File: config.mk
export PLATFORM = sky130hd
export DESIGN_NAME = amd_decoder
export DESIGN_NICKNAME = d
export VERILOG_FILES = /design/src/hw/amd_pkg.sv /design/src/hw/amd_opclass.sv /design/src/hw/amd_decoder.sv
export SDC_FILE = /design/constraint.sdc
export NUM_CORES = 1
export LEC_CHECK = 0
export BUFFER_PORTS_ARGS = -buffer_cell sky130_fd_sc_hd__buf_2
export CORE_UTILIZATION = 35
export CTS_CLUSTER_SIZE = 40
export DETAILED_ROUTE_END_ITERATION = 10
export SLEW_MARGIN = 20
export SYNTH_ARGS = -nofsm -noshare
export SYNTH_HDL_FRONTEND = slang
export SYNTH_SLANG_ARGS = --single-unit
File: constraint.sdc
create_clock -name clk_i -period 7 [get_ports clk_i]
set_clock_uncertainty 0.1 [all_clocks]
set_input_delay 0.35 -clock clk_i [delete_from_list [all_inputs] [get_ports clk_i]]
set_output_delay 0.35 -clock clk_i [all_outputs]
set_load 0.03 [all_outputs]
File: src/hw/amd_pkg.sv
// Shared types and constants for the addressing-mode decoder.
package amd_pkg;

    typedef enum logic [3:0] {
        bit_test_branch_class,
        bit_set_clear_class,
        pc_relative_class,
        direct_class,
        inherent_class,
        immediate_class,
        extended_class,
        indexed_word_offset_class,
        indexed_byte_offset_class,
        indexed_no_offset_class
    } amd_class_e;

    // Decode result handed from the opcode classifier to the sequencer.
    typedef struct packed {
        amd_class_e op_class;
        logic implemented;
        logic [1:0] length;
    } amd_decode_s;

    // Result of one decoded instruction.
    typedef struct packed {
        logic [7:0] opcode;
        amd_class_e op_class;
        logic illegal;
        logic ea_valid;
        logic [15:0] effective_address;
        logic [7:0] operand;
        logic [15:0] next_pc;
    } amd_result_s;

    // One bit per low nibble; a set bit marks an occupied opcode-map cell.
    localparam logic [15:0] MAP_FULL = 16'hFFFF;
    localparam logic [15:0] MAP_RMW_MEM = 16'hB7D9;
    localparam logic [15:0] MAP_RMW_ACC = 16'hB7DD;
    localparam logic [15:0] MAP_CTRL_LO = 16'hC00B;
    localparam logic [15:0] MAP_CTRL_HI = 16'hBF80;
    localparam logic [15:0] MAP_IMM = 16'h6F7F;

    // The only relative-branch cell outside the branch column.
    localparam logic [3:0] IMM_COL_BRANCH_ROW = 4'hD;

    localparam logic [1:0] LEN_ONE = 2'h1;
    localparam logic [1:0] LEN_TWO = 2'h2;
    localparam logic [1:0] LEN_THREE = 2'h3;

    localparam logic [15:0] PC_STEP_ONE = 16'h0001;
    localparam logic [15:0] PC_STEP_TWO = 16'h0002;
    localparam logic [15:0] PC_STEP_THREE = 16'h0003;

    localparam logic [7:0] PAGE_ZERO = 8'h00;
    localparam logic [6:0] CARRY_PAD = 7'h00;

endpackage

File: src/hw/amd_opclass.sv
// Opcode-map classifier: addressing class, length and legality of one opcode.
`timescale 1ns/100ps
module amd_opclass (
    input wire logic [7:0] opcode_i,
    output amd_pkg::amd_decode_s decode_o
);

    logic [3:0] col;
    logic [3:0] row;
    logic [15:0] occupied;

    assign col = opcode_i[7:4];
    assign row = opcode_i[3:0];

    // High nibble picks the column, low nibble the cell within it.
    always_comb begin
        decode_o.op_class = amd_pkg::inherent_class;
        decode_o.length = amd_pkg::LEN_ONE;
        occupied = amd_pkg::MAP_FULL;
        unique case (col)
            4'h0: begin
                decode_o.op_class = amd_pkg::bit_test_branch_class;
                decode_o.length = amd_pkg::LEN_THREE;
            end
            4'h1: begin
                decode_o.op_class = amd_pkg::bit_set_clear_class;
                decode_o.length = amd_pkg::LEN_TWO;
            end
            4'h2: begin
                decode_o.op_class = amd_pkg::pc_relative_class;
                decode_o.length = amd_pkg::LEN_TWO;
            end
            4'h3: begin
                decode_o.op_class = amd_pkg::direct_class;
                decode_o.length = amd_pkg::LEN_TWO;
                occupied = amd_pkg::MAP_RMW_MEM;
            end
            4'h4: begin
                occupied = amd_pkg::MAP_RMW_ACC;
            end
            4'h5: begin
                occupied = amd_pkg::MAP_RMW_MEM;
            end
            4'h6: begin
                decode_o.op_class = amd_pkg::indexed_byte_offset_class;
                decode_o.length = amd_pkg::LEN_TWO;
                occupied = amd_pkg::MAP_RMW_MEM;
            end
            4'h7: begin
                decode_o.op_class = amd_pkg::indexed_no_offset_class;
                occupied = amd_pkg::MAP_RMW_MEM;
            end
            4'h8: begin
                occupied = amd_pkg::MAP_CTRL_LO;
            end
            4'h9: begin
                occupied = amd_pkg::MAP_CTRL_HI;
            end
            4'hA: begin
                decode_o.length = amd_pkg::LEN_TWO;
                occupied = amd_pkg::MAP_IMM;
                if (row == amd_pkg::IMM_COL_BRANCH_ROW) begin
                    decode_o.op_class = amd_pkg::pc_relative_class;
                end else begin
                    decode_o.op_class = amd_pkg::immediate_class;
                end
            end
            4'hB: begin
                decode_o.op_class = amd_pkg::direct_class;
                decode_o.length = amd_pkg::LEN_TWO;
            end
            4'hC: begin
                decode_o.op_class = amd_pkg::extended_class;
                decode_o.length = amd_pkg::LEN_THREE;
            end
            4'hD: begin
                decode_o.op_class = amd_pkg::indexed_word_offset_class;
                decode_o.length = amd_pkg::LEN_THREE;
            end
            4'hE: begin
                decode_o.op_class = amd_pkg::indexed_byte_offset_class;
                decode_o.length = amd_pkg::LEN_TWO;
            end
            4'hF: begin
                decode_o.op_class = amd_pkg::indexed_no_offset_class;
            end
        endcase
        decode_o.implemented = occupied[row];
    end

endmodule

File: src/hw/amd_decoder.sv
// Effective-address generation and operand-fetch sequencing for the CPU core.
`timescale 1ns/100ps
module amd_decoder (
    input wire logic clk_i,
    input wire logic rstn_i,
    input wire logic start_i,
    input wire logic [15:0] pc_i,
    input wire logic [7:0] index_i,
    input wire logic [7:0] mem_rdata_i,
    output logic mem_rd_o,
    output logic [15:0] mem_addr_o,
    output logic busy_o,
    output logic done_o,
    output amd_pkg::amd_result_s result_o
);

    typedef enum logic [1:0] {
        AMD_IDLE,
        AMD_OPCODE,
        AMD_BYTE1,
        AMD_BYTE2
    } amd_state_e;

    amd_state_e state;
    logic [15:0] pc;
    logic [7:0] index;
    logic [7:0] opcode;
    logic [7:0] byte1;
    amd_pkg::amd_decode_s dec;
    amd_pkg::amd_decode_s live_dec;
    logic [8:0] ix_sum;

    // Program-counter arithmetic shared by the operand fetch addresses, the immediate address and every next-PC computation.
    function automatic logic [15:0] pc_add(input logic [15:0] base, input logic [15:0] step);
        return 16'(base + step);
    endfunction

    // Length as a program-counter step.
    function automatic logic [15:0] len_step(input logic [1:0] len);
        logic [15:0] step;
        step = amd_pkg::PC_STEP_ONE;
        if (len == amd_pkg::LEN_TWO) begin
            step = amd_pkg::PC_STEP_TWO;
        end else if (len == amd_pkg::LEN_THREE) begin
            step = amd_pkg::PC_STEP_THREE;
        end
        return step;
    endfunction

    amd_opclass u_opclass (
        .opcode_i(mem_rdata_i),
        .decode_o(live_dec)
    );

    // Unsigned sum; bit 8 is the carry that becomes the address high byte.
    assign ix_sum = {1'b0, index} + {1'b0, mem_rdata_i};

    always_ff @(posedge clk_i or negedge rstn_i) begin
        if (!rstn_i) begin
            state <= AMD_IDLE;
        end else begin
            unique case (state)
                AMD_IDLE: begin
                    if (start_i) begin
                        state <= AMD_OPCODE;
                    end
                end
                AMD_OPCODE: begin
                    // Anything shorter than two bytes is finished on the opcode alone.
                    if (live_dec.implemented && live_dec.length != amd_pkg::LEN_ONE) begin
                        state <= AMD_BYTE1;
                    end else begin
                        state <= AMD_IDLE;
                    end
                end
                AMD_BYTE1: begin
                    if (dec.op_class == amd_pkg::extended_class) begin
                        state <= AMD_BYTE2;
                    end else begin
                        state <= AMD_IDLE;
                    end
                end
                AMD_BYTE2: begin
                    state <= AMD_IDLE;
                end
            endcase
        end
    end

    // Context is latched at start so the core may change PC and X meanwhile.
    always_ff @(posedge clk_i or negedge rstn_i) begin
        if (!rstn_i) begin
            pc <= 16'h0000;
            index <= 8'h00;
            opcode <= 8'h00;
            byte1 <= 8'h00;
            dec <= '0;
        end else begin
            if (state == AMD_IDLE && start_i) begin
                pc <= pc_i;
                index <= index_i;
            end
            if (state == AMD_OPCODE) begin
                opcode <= mem_rdata_i;
                dec <= live_dec;
            end
            if (state == AMD_BYTE1) begin
                byte1 <= mem_rdata_i;
            end
        end
    end

    // Memory reads: opcode at PC, then PC+1 and for the extended form PC+2.
    always_ff @(posedge clk_i or negedge rstn_i) begin
        if (!rstn_i) begin
            mem_rd_o <= 1'b0;
            mem_addr_o <= 16'h0000;
        end else begin
            mem_rd_o <= 1'b0;
            if (state == AMD_IDLE && start_i) begin
                mem_rd_o <= 1'b1;
                mem_addr_o <= pc_i;
            end else if (state == AMD_OPCODE && live_dec.implemented
                    && live_dec.length != amd_pkg::LEN_ONE) begin
                mem_rd_o <= 1'b1;
                mem_addr_o <= pc_add(pc, amd_pkg::PC_STEP_ONE);
            end else if (state == AMD_BYTE1 && dec.op_class == amd_pkg::extended_class) begin
                mem_rd_o <= 1'b1;
                mem_addr_o <= pc_add(pc, amd_pkg::PC_STEP_TWO);
            end
        end
    end

    always_ff @(posedge clk_i or negedge rstn_i) begin
        if (!rstn_i) begin
            busy_o <= 1'b0;
        end else begin
            busy_o <= (state == AMD_IDLE) ? start_i
                : !(state == AMD_BYTE2 || (state == AMD_BYTE1
                && dec.op_class != amd_pkg::extended_class)
                || (state == AMD_OPCODE && (!live_dec.implemented
                || live_dec.length == amd_pkg::LEN_ONE)));
        end
    end

    // Result is published with a one-cycle done pulse and held until the next one.
    always_ff @(posedge clk_i or negedge rstn_i) begin
        if (!rstn_i) begin
            done_o <= 1'b0;
            result_o <= '0;
        end else begin
            done_o <= 1'b0;
            unique case (state)
                AMD_IDLE: begin
                end
                AMD_OPCODE: begin
                    if (!live_dec.implemented || live_dec.length == amd_pkg::LEN_ONE) begin
                        done_o <= 1'b1;
                        result_o.opcode <= mem_rdata_i;
                        result_o.op_class <= live_dec.op_class;
                        result_o.illegal <= !live_dec.implemented;
                        result_o.operand <= 8'h00;
                        // Illegal opcodes still step one byte so the core can trap.
                        result_o.next_pc <= pc_add(pc, amd_pkg::PC_STEP_ONE);
                        result_o.ea_valid <= 1'b0;
                        result_o.effective_address <= 16'h0000;
                        if (live_dec.implemented
                                && live_dec.op_class == amd_pkg::indexed_no_offset_class) begin
                            result_o.ea_valid <= 1'b1;
                            result_o.effective_address <= {amd_pkg::PAGE_ZERO, index};
                        end
                    end
                end
                AMD_BYTE1: begin
                    if (dec.op_class != amd_pkg::extended_class) begin
                        done_o <= 1'b1;
                        result_o.opcode <= opcode;
                        result_o.op_class <= dec.op_class;
                        result_o.illegal <= 1'b0;
                        result_o.operand <= mem_rdata_i;
                        result_o.next_pc <= pc_add(pc, len_step(dec.length));
                        result_o.ea_valid <= 1'b0;
                        result_o.effective_address <= 16'h0000;
                        if (dec.op_class == amd_pkg::immediate_class) begin
                            result_o.ea_valid <= 1'b1;
                            result_o.effective_address <= pc_add(pc, amd_pkg::PC_STEP_ONE);
                        end else if (dec.op_class == amd_pkg::direct_class) begin
                            result_o.ea_valid <= 1'b1;
                            result_o.effective_address <= {amd_pkg::PAGE_ZERO, mem_rdata_i};
                        end else if (dec.op_class == amd_pkg::indexed_byte_offset_class) begin
                            result_o.ea_valid <= 1'b1;
                            result_o.effective_address <= {amd_pkg::CARRY_PAD, ix_sum};
                        end
                    end
                end
                AMD_BYTE2: begin
                    done_o <= 1'b1;
                    result_o.opcode <= opcode;
                    result_o.op_class <= dec.op_class;
                    result_o.illegal <= 1'b0;
                    result_o.operand <= byte1;
                    result_o.next_pc <= pc_add(pc, amd_pkg::PC_STEP_THREE);
                    result_o.ea_valid <= 1'b1;
                    // Full 16 bits, so a jump can land anywhere in memory.
                    result_o.effective_address <= {byte1, mem_rdata_i};
                end
            endcase
        end
    end

endmodule

* Word-level counts from Yosys, hierarchy flattened
Index checks and enable logic that the tools add are counted.
** Cells by class
- $add $sub $neg :: 5
- Order comparisons :: 1
- Eq/ne operators :: 32
- Mux-type cells :: 31
- Reductions and logical operators :: 24
** Operator list (count)
- 54-bit one-hot mux with 3 select lines :: 1
- 54-bit 2-to-1 mux :: 2
- 16-bit 2-to-1 mux :: 5
- 16-bit one-hot mux with 5 select lines :: 1
- 17-bit 2-to-1 mux :: 4
- 4-bit equality test, second input constant :: 11
- 4-bit one-hot mux with 9 select lines :: 1
- 16-bit by 2-bit adder with 16-bit output, second input constant :: 2
- 4-bit by 3-bit equality test with 1-bit output, second input constant :: 6
- 16-bit by 1-bit adder with 16-bit output, second input constant :: 1
- 16-bit adder :: 1
- 4-bit by 2-bit equality test with 1-bit output, second input constant :: 3
- 2-bit 2-to-1 mux :: 5
- 8-bit by 8-bit adder with 9-bit output :: 1
- 2-bit equality test, second input constant :: 4
- 1-bit logical AND :: 8
- 2-bit one-hot mux with 4 select lines :: 1
- 1-bit 2-to-1 mux :: 7
- 7-bit OR reduction :: 1
- 2-bit by 1-bit inequality test with 1-bit output, second input constant :: 3
- 3-bit nonzero test :: 2
- 2-bit OR reduction :: 3
- 4-bit by 5-bit less-than comparator with 1-bit output, second input constant :: 1
- 1-bit binary-select mux with 4-bit select :: 1
- other kinds (14) :: 18
** Word-level totals
- Register bits after elaboration :: 121
- Bits of input ports :: 35
- Output and inout bits :: 73
- Word-level logic and storage cells :: 111

* Longest topological paths before layout
Gate-level depths: netlist of run 1.
- Word-level depth :: 11
- Depth in mapped cells :: 13
- Mapped depth without buffers :: 11

* Cells and area by module
Synthesis of run 1 repeated with hierarchy kept, for this count alone.
** Unflattened totals
- Cell total of the unflattened synthesis :: 796
- Area total of the unflattened synthesis :: 6866.6 µm²
** By module, submodules not included
- amd_decoder :: instances 1, cells each 741, area each 6493.7 µm², seq. area each 3027.9 µm²
- amd_opclass :: instances 1, cells each 55, area each 372.9 µm², seq. area each 0.0 µm²

* Least setup slack after synthesis of run 1
Ideal clock, no wire load.
- Kind :: reg2reg
- Start :: register state[1]
- End :: register result_o[12] in the netlist's numbering
- Library setup time :: 133 ps
- Arrival time :: 2578 ps
- Required time :: 6767 ps
- Path slack :: 4189 ps
- Stages on the path, launching flop included :: 14
- Path buffers :: 3
- Path through :: dfrtp_1 -> buf_2 -> and2_1 -> clkbuf_1 -> clkbuf_1 -> or2_2 -> inv_1 -> fa_1 -> nand2_1 -> o21ai_0 -> nand2b_1 -> nor2_1 -> xnor2_1 -> o21ai_0
** On the way
- Cells in the longest elaborated chain, start to end :: 3
- Elaborated cells on any way between the ends :: 8
** Ends and longest elaborated chain
- start, declared :: RTL line amd_decoder.sv:24 : amd_state_e state;
- start signal, assigned :: RTL line amd_decoder.sv:60 : state <= AMD_IDLE;
- start signal, assigned :: RTL line amd_decoder.sv:65 : state <= AMD_OPCODE;
- start signal, assigned :: RTL line amd_decoder.sv:71 : state <= AMD_BYTE1;
- 2-bit equality test / 2-bit by 1-bit equality test with 1-bit output (equally long branches) :: RTL line amd_decoder.sv:153 : unique case (state)
- 2-bit by 1-bit inequality test with 1-bit output (no line) / 3-bit nonzero test (equally long branches)
- 3-bit AND reduction (no line)
- end, declared :: RTL line amd_decoder.sv:14 : output amd_pkg::amd_result_s result_o
Several ways; a longest one is shown, not always the timed one.
A chain may end at the register's enable or synchronous reset.

* Worst setup path after layout of run 1
- Start :: register state[1]
- End :: register result_o[14] in the netlist's numbering
The elaborated chain is that of the path after synthesis.

==> key figures, run 1 <==
Run status
  • Status: finished, final reports clean

Drt
  • Initial drt markers: 523
  • Final WL: 18800 microns
  • DR pass1 iterations: 5
  • Met3 WL: 983 microns
  • ANT nets after route: 0
  • DRC errors left: 0
  • Average wire per standard cell: 17.6 microns
  • Routed wl met2: 8320 microns
  • Vias: 5729
  • Top sig layer: met4
  • Vias per inst: 5.35
  • M1 WL: 9120 microns

Synthesis
  • Flop and latch count out of synthesis: 121
  • Cell taking the most area after synthesis: dfrtp_1
  • Synth Warn #: 0
  • Synthesized net count: 799
  • Post-Synthesis Cells: 750
  • Syn Std Cell Area: 6630 sq um
  • Sequential cell area fraction in the yosys report: 0.457
  • Area fraction of the dominant cell type after synthesis: 0.457
  • Synth area leaders: dfrtp_1, nand2_1, o21ai_0
  • Mean Syn Cell Area: 8.84 sq um
  • Yosys cell types: 65
  • Main synth FF type: dfrtp_1
  • Synth async-reset ratio: 1.00
  • Post-synth EDFFs: 0

Power and ir drop
  • Maximum VDD drop: 0.000242 V
  • Power, Total: 4.20 mW
  • PwrDens: 535 nW/um^2
  • Lkg Pwr: 3.61 nW

Final layout
  • Most frequent cells in the layout: nand2_1, dfrtp_1, buf_2, o21ai_0, nor2_1
  • Post-route insts no fill: 1071
  • Fin area: 7850 sq um
  • Utilization after layout: 0.429
  • Ant diodes: 0
  • Share of layout cells above drive strength 1: 0.197
  • Layout net count: 878
  • Area Growth Syn to Fin: 18.3%
  • Commonest non-fill, non-tap cell in the layout: nand2_1

Global route
  • Number of global-route vias before repair: 5255
  • Total Routing Usage GR: 0.199
  • First-pass GRT wire length: 29700 microns
  • Largest net degree at the start of global routing: 71
  • Gr ovfl total: 0
  • Antenna violations before repair: 0

Critical path
  • Worst setup SP type: flip-flop
  • Reg-to-Reg Start: state[1]
  • Req. time, crit path: 7.18 ns
  • Reg2reg setup slack: 3.65 ns
  • Crit. End Element: flip-flop
  • Crit Path Class: reg -> reg
  • Reg-to-Reg End: result_o[14]
  • Max FO, Critical Path: 31
  • Cells on worst reg2reg path: 12
  • WP data arrival: 3.52 ns

Place
  • Placed Area: 7240 sq um
  • Worst slack, placed: 3.69 ns
  • Placed insts: 1038
  • IO buf count: 107
  • HPWL after DPL: 13500 microns
  • GPL Wtd Cong: 0.856

Clock tree
  • Num CTS Buffers: 17
  • Root buf cell: clkbuf_16
  • Post CTS Setup Buffer Count: 0
  • Post-cts sizing count: 0
  • CTS tree: built
  • CTS Sinks: 121
  • CTS Hold Bufs: 1
  • H-tree depth: 4
  • Worst skew pair latency: 0.42 ns
  • Clock Tree Buf Depth: 2
  • Reg clk slew, reported paths: 0.06 ns

Floorplanning
  • Top Ports: 108
  • Die width: 140 microns
  • Row Count: 49
  • CORE AREA: 18300 sq um
  • Die ar.: 19500 sq um
  • Die Y-Extent: 140 microns
  • Starting Density: 0.363

STA
  • Setup TNS: 0 ns
  • # setup viols final: 0
  • Slew Viols, Final: 0
  • Setup WS post-layout: 3.65 ns
  • Worst-Margin Slew: 0.895 ns
  • Max Freq: 299 MHz
  • Relative slew margins: 0.403
  • Unrepaired setup endpoints after global routing: no
  • Final Cycle Share: 0.478
  • Final Critical Period: 3.35 ns
  • Final hold slack: 0.0117 ns
  • Final Hold Vio Count: 0

Flow run
  • Max cap viols: 0

Hold path
  • HP Class: in -> reg
  • Min-delay src: index_i[5]
  • Hold Crit Depth: 3
  • WHS Endpoint: index[5]
## Yosys cell counts (5+ instances only)
cell type / number
a21oi_1: 33
a221o_1: 8
a221oi_1: 10
a31oi_1: 6
buf_1: 5
buf_2: 16
buf_6: 5
clkbuf_1: 28
dfrtp_1: 121
ha_1: 12
inv_1: 20
mux2_2: 6
mux2i_1: 17
nand2_1: 167
nand2b_1: 11
nand3_1: 17
nor2_1: 61
nor2b_1: 6
nor3_1: 8
o211ai_1: 5
o21ai_0: 66
o22ai_1: 6
o31ai_1: 5
or3_1: 5
xnor2_1: 15
xor2_1: 20
## cell families (layout without fill, tap and decap cells)
kind of cell,count (synthesis),count (layout),synth area share
muxes,23,23,0.0358
and+or+nand+nor,293,293,0.191
buffers and inverters,77,169,0.0534
DFF,121,121,0.457
xor gates and xnor gates,35,35,0.0462
adders and majority gates,14,14,0.0287
AOI/OAI and AO/OA,187,187,0.189
## power by group
| part | switching (mW) | leakage (nW) | total, mW | internal [mW] |
|---|---|---|---|---|
| Sequential | 0.328 | 1.49 | 1.37 | 1.04 |
| Combinational | 1.28 | 1.82 | 1.93 | 0.654 |
| Clock | 0.328 | 0.300 | 0.894 | 0.566 |
## flip-flops by register name (all words and copies together) (netlist names)
register	count
result_o	54
mem_addr_o	16
pc	16
byte1	8
index	8
opcode	8
dec	6
state	2
busy_o	1
done_o	1
mem_rd_o	1
## final cells by class
class                      instances  area [sq um]
clock buffer                      19           443
clock inverter                    13           151
fill                            1835         10400
inverter                          21          78.8
multi-input combinational        552          3250
sequential                       121          3030
tap                              229           287
timing repair buffer             116           608
## worst max-delay path, cell delays in order, from the launching register on
cell      delay (ns)
dfrtp_1         0.32
buf_4           0.34
and2_1          0.67
or3b_2          0.23
ha_1            0.16
inv_1           0.06
fa_1            0.35
nand2_1         0.07
o21ai_0         0.21
nand2b_1        0.28
nor2_1          0.17
xnor2_1         0.13
o21ai_0         0.08
## worst max-delay path by stage
stage | slack [ns] | start | cells after the start | end
finish | 3.65 | state[1] | 12 | result_o[14]
global route | 3.36 | state[1] | 12 | result_o[12]
CTS | 3.67 | state[1] | 12 | result_o[12]
detailed placement | 3.69 | state[1] | 12 | result_o[12]
global placement | 3.74 | state[1] | 12 | result_o[14]
floorplan | 4.19 | state[1] | 13 | result_o[12]
## per-layer routing
layer  track usage  vias to the layer above
li1              -                     2753
met1         0.293                     2761
met2         0.290                      194
met3        0.0348                       21
met4        0.0763                        0
met5             0                        -
Note: power is estimated with default switching activity, not from simulation.
==> run 2, diff against run 1 <==
==> constraint.sdc (replaced) <==
create_clock -name clk_i -period 3.25 [get_ports clk_i]
set_clock_uncertainty 0.1 [all_clocks]
set_input_delay 0.1625 -clock clk_i [delete_from_list [all_inputs] [get_ports clk_i]]
set_output_delay 0.1625 -clock clk_i [all_outputs]
set_load 0.03 [all_outputs]
==> run 2 against run 1 <==
Sequential share of layout area decreased by 1.7 points. Hold slack improved by 0.024 ns. Global-route usage increased by 0.95 points. Critical path depth decreased by 3. Sequential power increased by 120%. First-iteration DRC count decreased by 2.9%. Non-clock buffer count increased by 31. Largest power group unchanged.
==> key figures, run 2 (synthesis gave the netlist of run 1 again) <==
Run status
  • Status: finished, final reports clean

Clock tree
  • Worst skew pair latency: 0.43 ns (about the same)
  • H-tree depth: 4 (unchanged)
  • Post-cts sizing count: 0 (unchanged)
  • Reg clk slew, reported paths: 0.06 ns (about the same)
  • CTS Hold Bufs: 27 (+26)
  • Clock Tree Buf Depth: 2 (unchanged)
  • Num CTS Buffers: 17 (unchanged)
  • Post CTS Setup Buffer Count: 0 (unchanged)
  • CTS tree: built
  • CTS Sinks: 121 (unchanged)
  • Root buf cell: clkbuf_16

Drt
  • DRC errors left: 0 (unchanged)
  • Initial drt markers: 508 (-2.9%)
  • DR pass1 iterations: 5 (unchanged)
  • Final WL: 19400 microns (+3.2%)
  • Vias per inst: 5.23 (-2.3%)
  • Average wire per standard cell: 17.6 microns (+0.29%)
  • ANT nets after route: 0 (unchanged)
  • Vias: 5759 (+0.52%)

STA
  • Max Freq: 359 MHz
  • Setup WS post-layout: 0.464 ns (-3.19 ns)
  • Final Hold Vio Count: 0 (unchanged)
  • Setup TNS: 0 ns (unchanged)
  • Slew Viols, Final: 0 (unchanged)
  • Unrepaired setup endpoints after global routing: no
  • Worst-Margin Slew: 0.739 ns (-0.157 ns)
  • Final Critical Period: 2.79 ns
  • Relative slew margins: 0.500 (+0.0974)
  • Final Cycle Share: 0.857
  • # setup viols final: 0 (unchanged)

Global route
  • Met1 Use GR: 0.303 (+0.00984)
  • Number of global-route vias before repair: 5541 (+5.4%)
  • First-pass GRT wire length: 31300 microns (+5.3%)
  • Gr ovfl total: 0 (unchanged)
  • Met3 Track Usage GR: 0.0382 (+0.00344)
  • Total Routing Usage GR: 0.209 (+0.00953)
  • GR Util met2: 0.311 (+0.0214)
  • GRT busiest layer: met2
  • Largest net degree at the start of global routing: 69 (-2.8%)
  • Antenna violations before repair: 0 (unchanged)

Critical path
  • Critical-path top delay cell: buf_4
  • Max FO, Critical Path: 68 (+120%)
  • Cell Chain, Critical Path: dlygate4sd3_1, buf_2, a21bo_1, a32o_1, a32oi_2, o31ai_1, o32ai_4, buf_4, o21ai_0
  • CP Launch Point: mem_rdata_i[3]
  • Buf/Inv on CP: 3 (+1)
  • Reg2reg setup slack: 0.59 ns (-3.06 ns)
  • Reg-to-Reg End: result_o[38]
  • Crit path max-delay family: compound AO/OA/AOI/OAI gates
  • Worst setup SP type: input port
  • Worst setup path end: result_o[8]
  • Crit. End Element: flip-flop
  • Req. time, crit path: 3.43 ns (-3.75 ns)
  • WP data arrival: 2.96 ns (-0.56 ns)
  • Cells on worst reg2reg path: 6 (-6)
  • Crit Path Class: in -> reg
  • Max incr delay on CP: 0.53 ns (-0.14 ns)
  • Reg-to-Reg Start: pc[3]
  • Worst path depth: 9 (-3)

Floorplanning
  • Die Y-Extent: 140 microns (unchanged)
  • Starting Density: 0.363 (unchanged)
  • Die ar.: 19500 sq um (unchanged)
  • Die width: 140 microns (unchanged)
  • Row Count: 49 (unchanged)
  • Top Ports: 108 (unchanged)
  • CORE AREA: 18300 sq um (unchanged)

Power and ir drop
  • PwrDens: 1140 nW/um^2 (+110%)
  • Sequential Power Share: 0.318 (-0.009)
  • Maximum VDD drop: 0.000427 V (+77%)
  • Internal power: 5.08 mW (+120%)
  • Sw frac: 0.454 (-0.00628)
  • Lkg Pwr: 3.76 nW (+4.1%)
  • Combinational Power Share: 0.454 (-0.006)
  • Power, Total: 9.31 mW (+120%)
  • Clock power frac: 0.229 (+0.016)
  • P_sw: 4.23 mW (+120%)

Final layout
  • Ant diodes: 0 (unchanged)
  • Layout net count: 909 (+3.5%)
  • Most frequent cells in the layout: nand2_1, dfrtp_1, buf_2, o21ai_0, nor2_1
  • Share of layout cells above drive strength 1: 0.196 (-0.00127)
  • Utilization after layout: 0.449 (+0.0197)
  • Commonest non-fill, non-tap cell in the layout: nand2_1
  • Flip-flop count of the largest register after layout: 54 (unchanged)
  • Area Growth Syn to Fin: 23.7%
  • Biggest register: result_o
  • Post-route insts no fill: 1102 (+2.9%)
  • Biggest regs: result_o (54), mem_addr_o (16), pc (16)

Place
  • Placed insts: 1043 (+0.48%)
  • Worst slack, placed: 0.561 ns (-3.13 ns)
  • HPWL after DPL: 13700 microns (+1.2%)
  • GPL Wtd Cong: 0.826 (-3.5%)
  • IO buf count: 107 (unchanged)

Flow run
  • Max cap viols: 0 (unchanged)

Hold path
  • HP Class: in -> reg
run 2: cell count changes in the layout (fill, tap and decap cells not counted):
cell,before,now
buf_4,9,14
bufinv_16,3,5
clkinv_2,7,1
clkinvlp_4,0,2
dlygate4sd3_1,1,27
inv_6,1,3
run 2: tightest hold or removal path: cells and delay by family:
| family | cells | cell delay [ns] |
|---|---|---|
| buffers and inverters | 1 | 0.19 |
| AND/OR/NAND/NOR | 2 | 0.17 |
run 2: per-stage QoR:
step	instance area [sq um]	hold WS, ns
after floorplan	6630	-0.233
after global placement	7280	0.175
after detailed placement	7280	0.178
after CTS	8210	0.0216
after global routing	8210	0.0684
final	8210	0.0355
run 2: cell type report:
class / instances / area [sq um]
flip-flops and latches: 121 / 3030
well taps: 229 / 287
inverters: 21 / 78.8
clock inverters: 13 / 214
fillers: 1822 / 10100
clock buffers: 19 / 443
repair buffers: 147 / 906
multi-input cells: 552 / 3250
run 2: worst min path at each step:
stage          slack (ns)  cells after the start            from      endpoint
2_1_floorplan       -0.23                      0          rstn_i        busy_o
5_1_grt              0.07                      3  mem_rdata_i[7]      byte1[7]
3_5_place_dp         0.18                      1          rstn_i  result_o[21]
6_report             0.04                      3  mem_rdata_i[7]      byte1[7]
3_3_place_gp         0.18                      1          rstn_i  result_o[17]
4_1_cts              0.02                      3  mem_rdata_i[7]      byte1[7]
run 2: layer usage:
layer	vias up	routed length [microns]	part of all wire
met5	-	0	0
met4	0	345	0.018
met3	23	771	0.040
met2	145	8660	0.45
met1	2778	9650	0.50
li1	2813	-	-
run 2: power by group through the flow:
stage | sequential, mW | combinational [mW] | clock [mW]
after floorplan | 3.50 | 2.46 | 0
after CTS | 2.95 | 4.25 | 2.16
final | 2.96 | 4.22 | 2.13
after detailed placement | 2.97 | 4.20 | 0
after global routing | 3.06 | 4.67 | 2.23
after global placement | 2.97 | 4.15 | 0
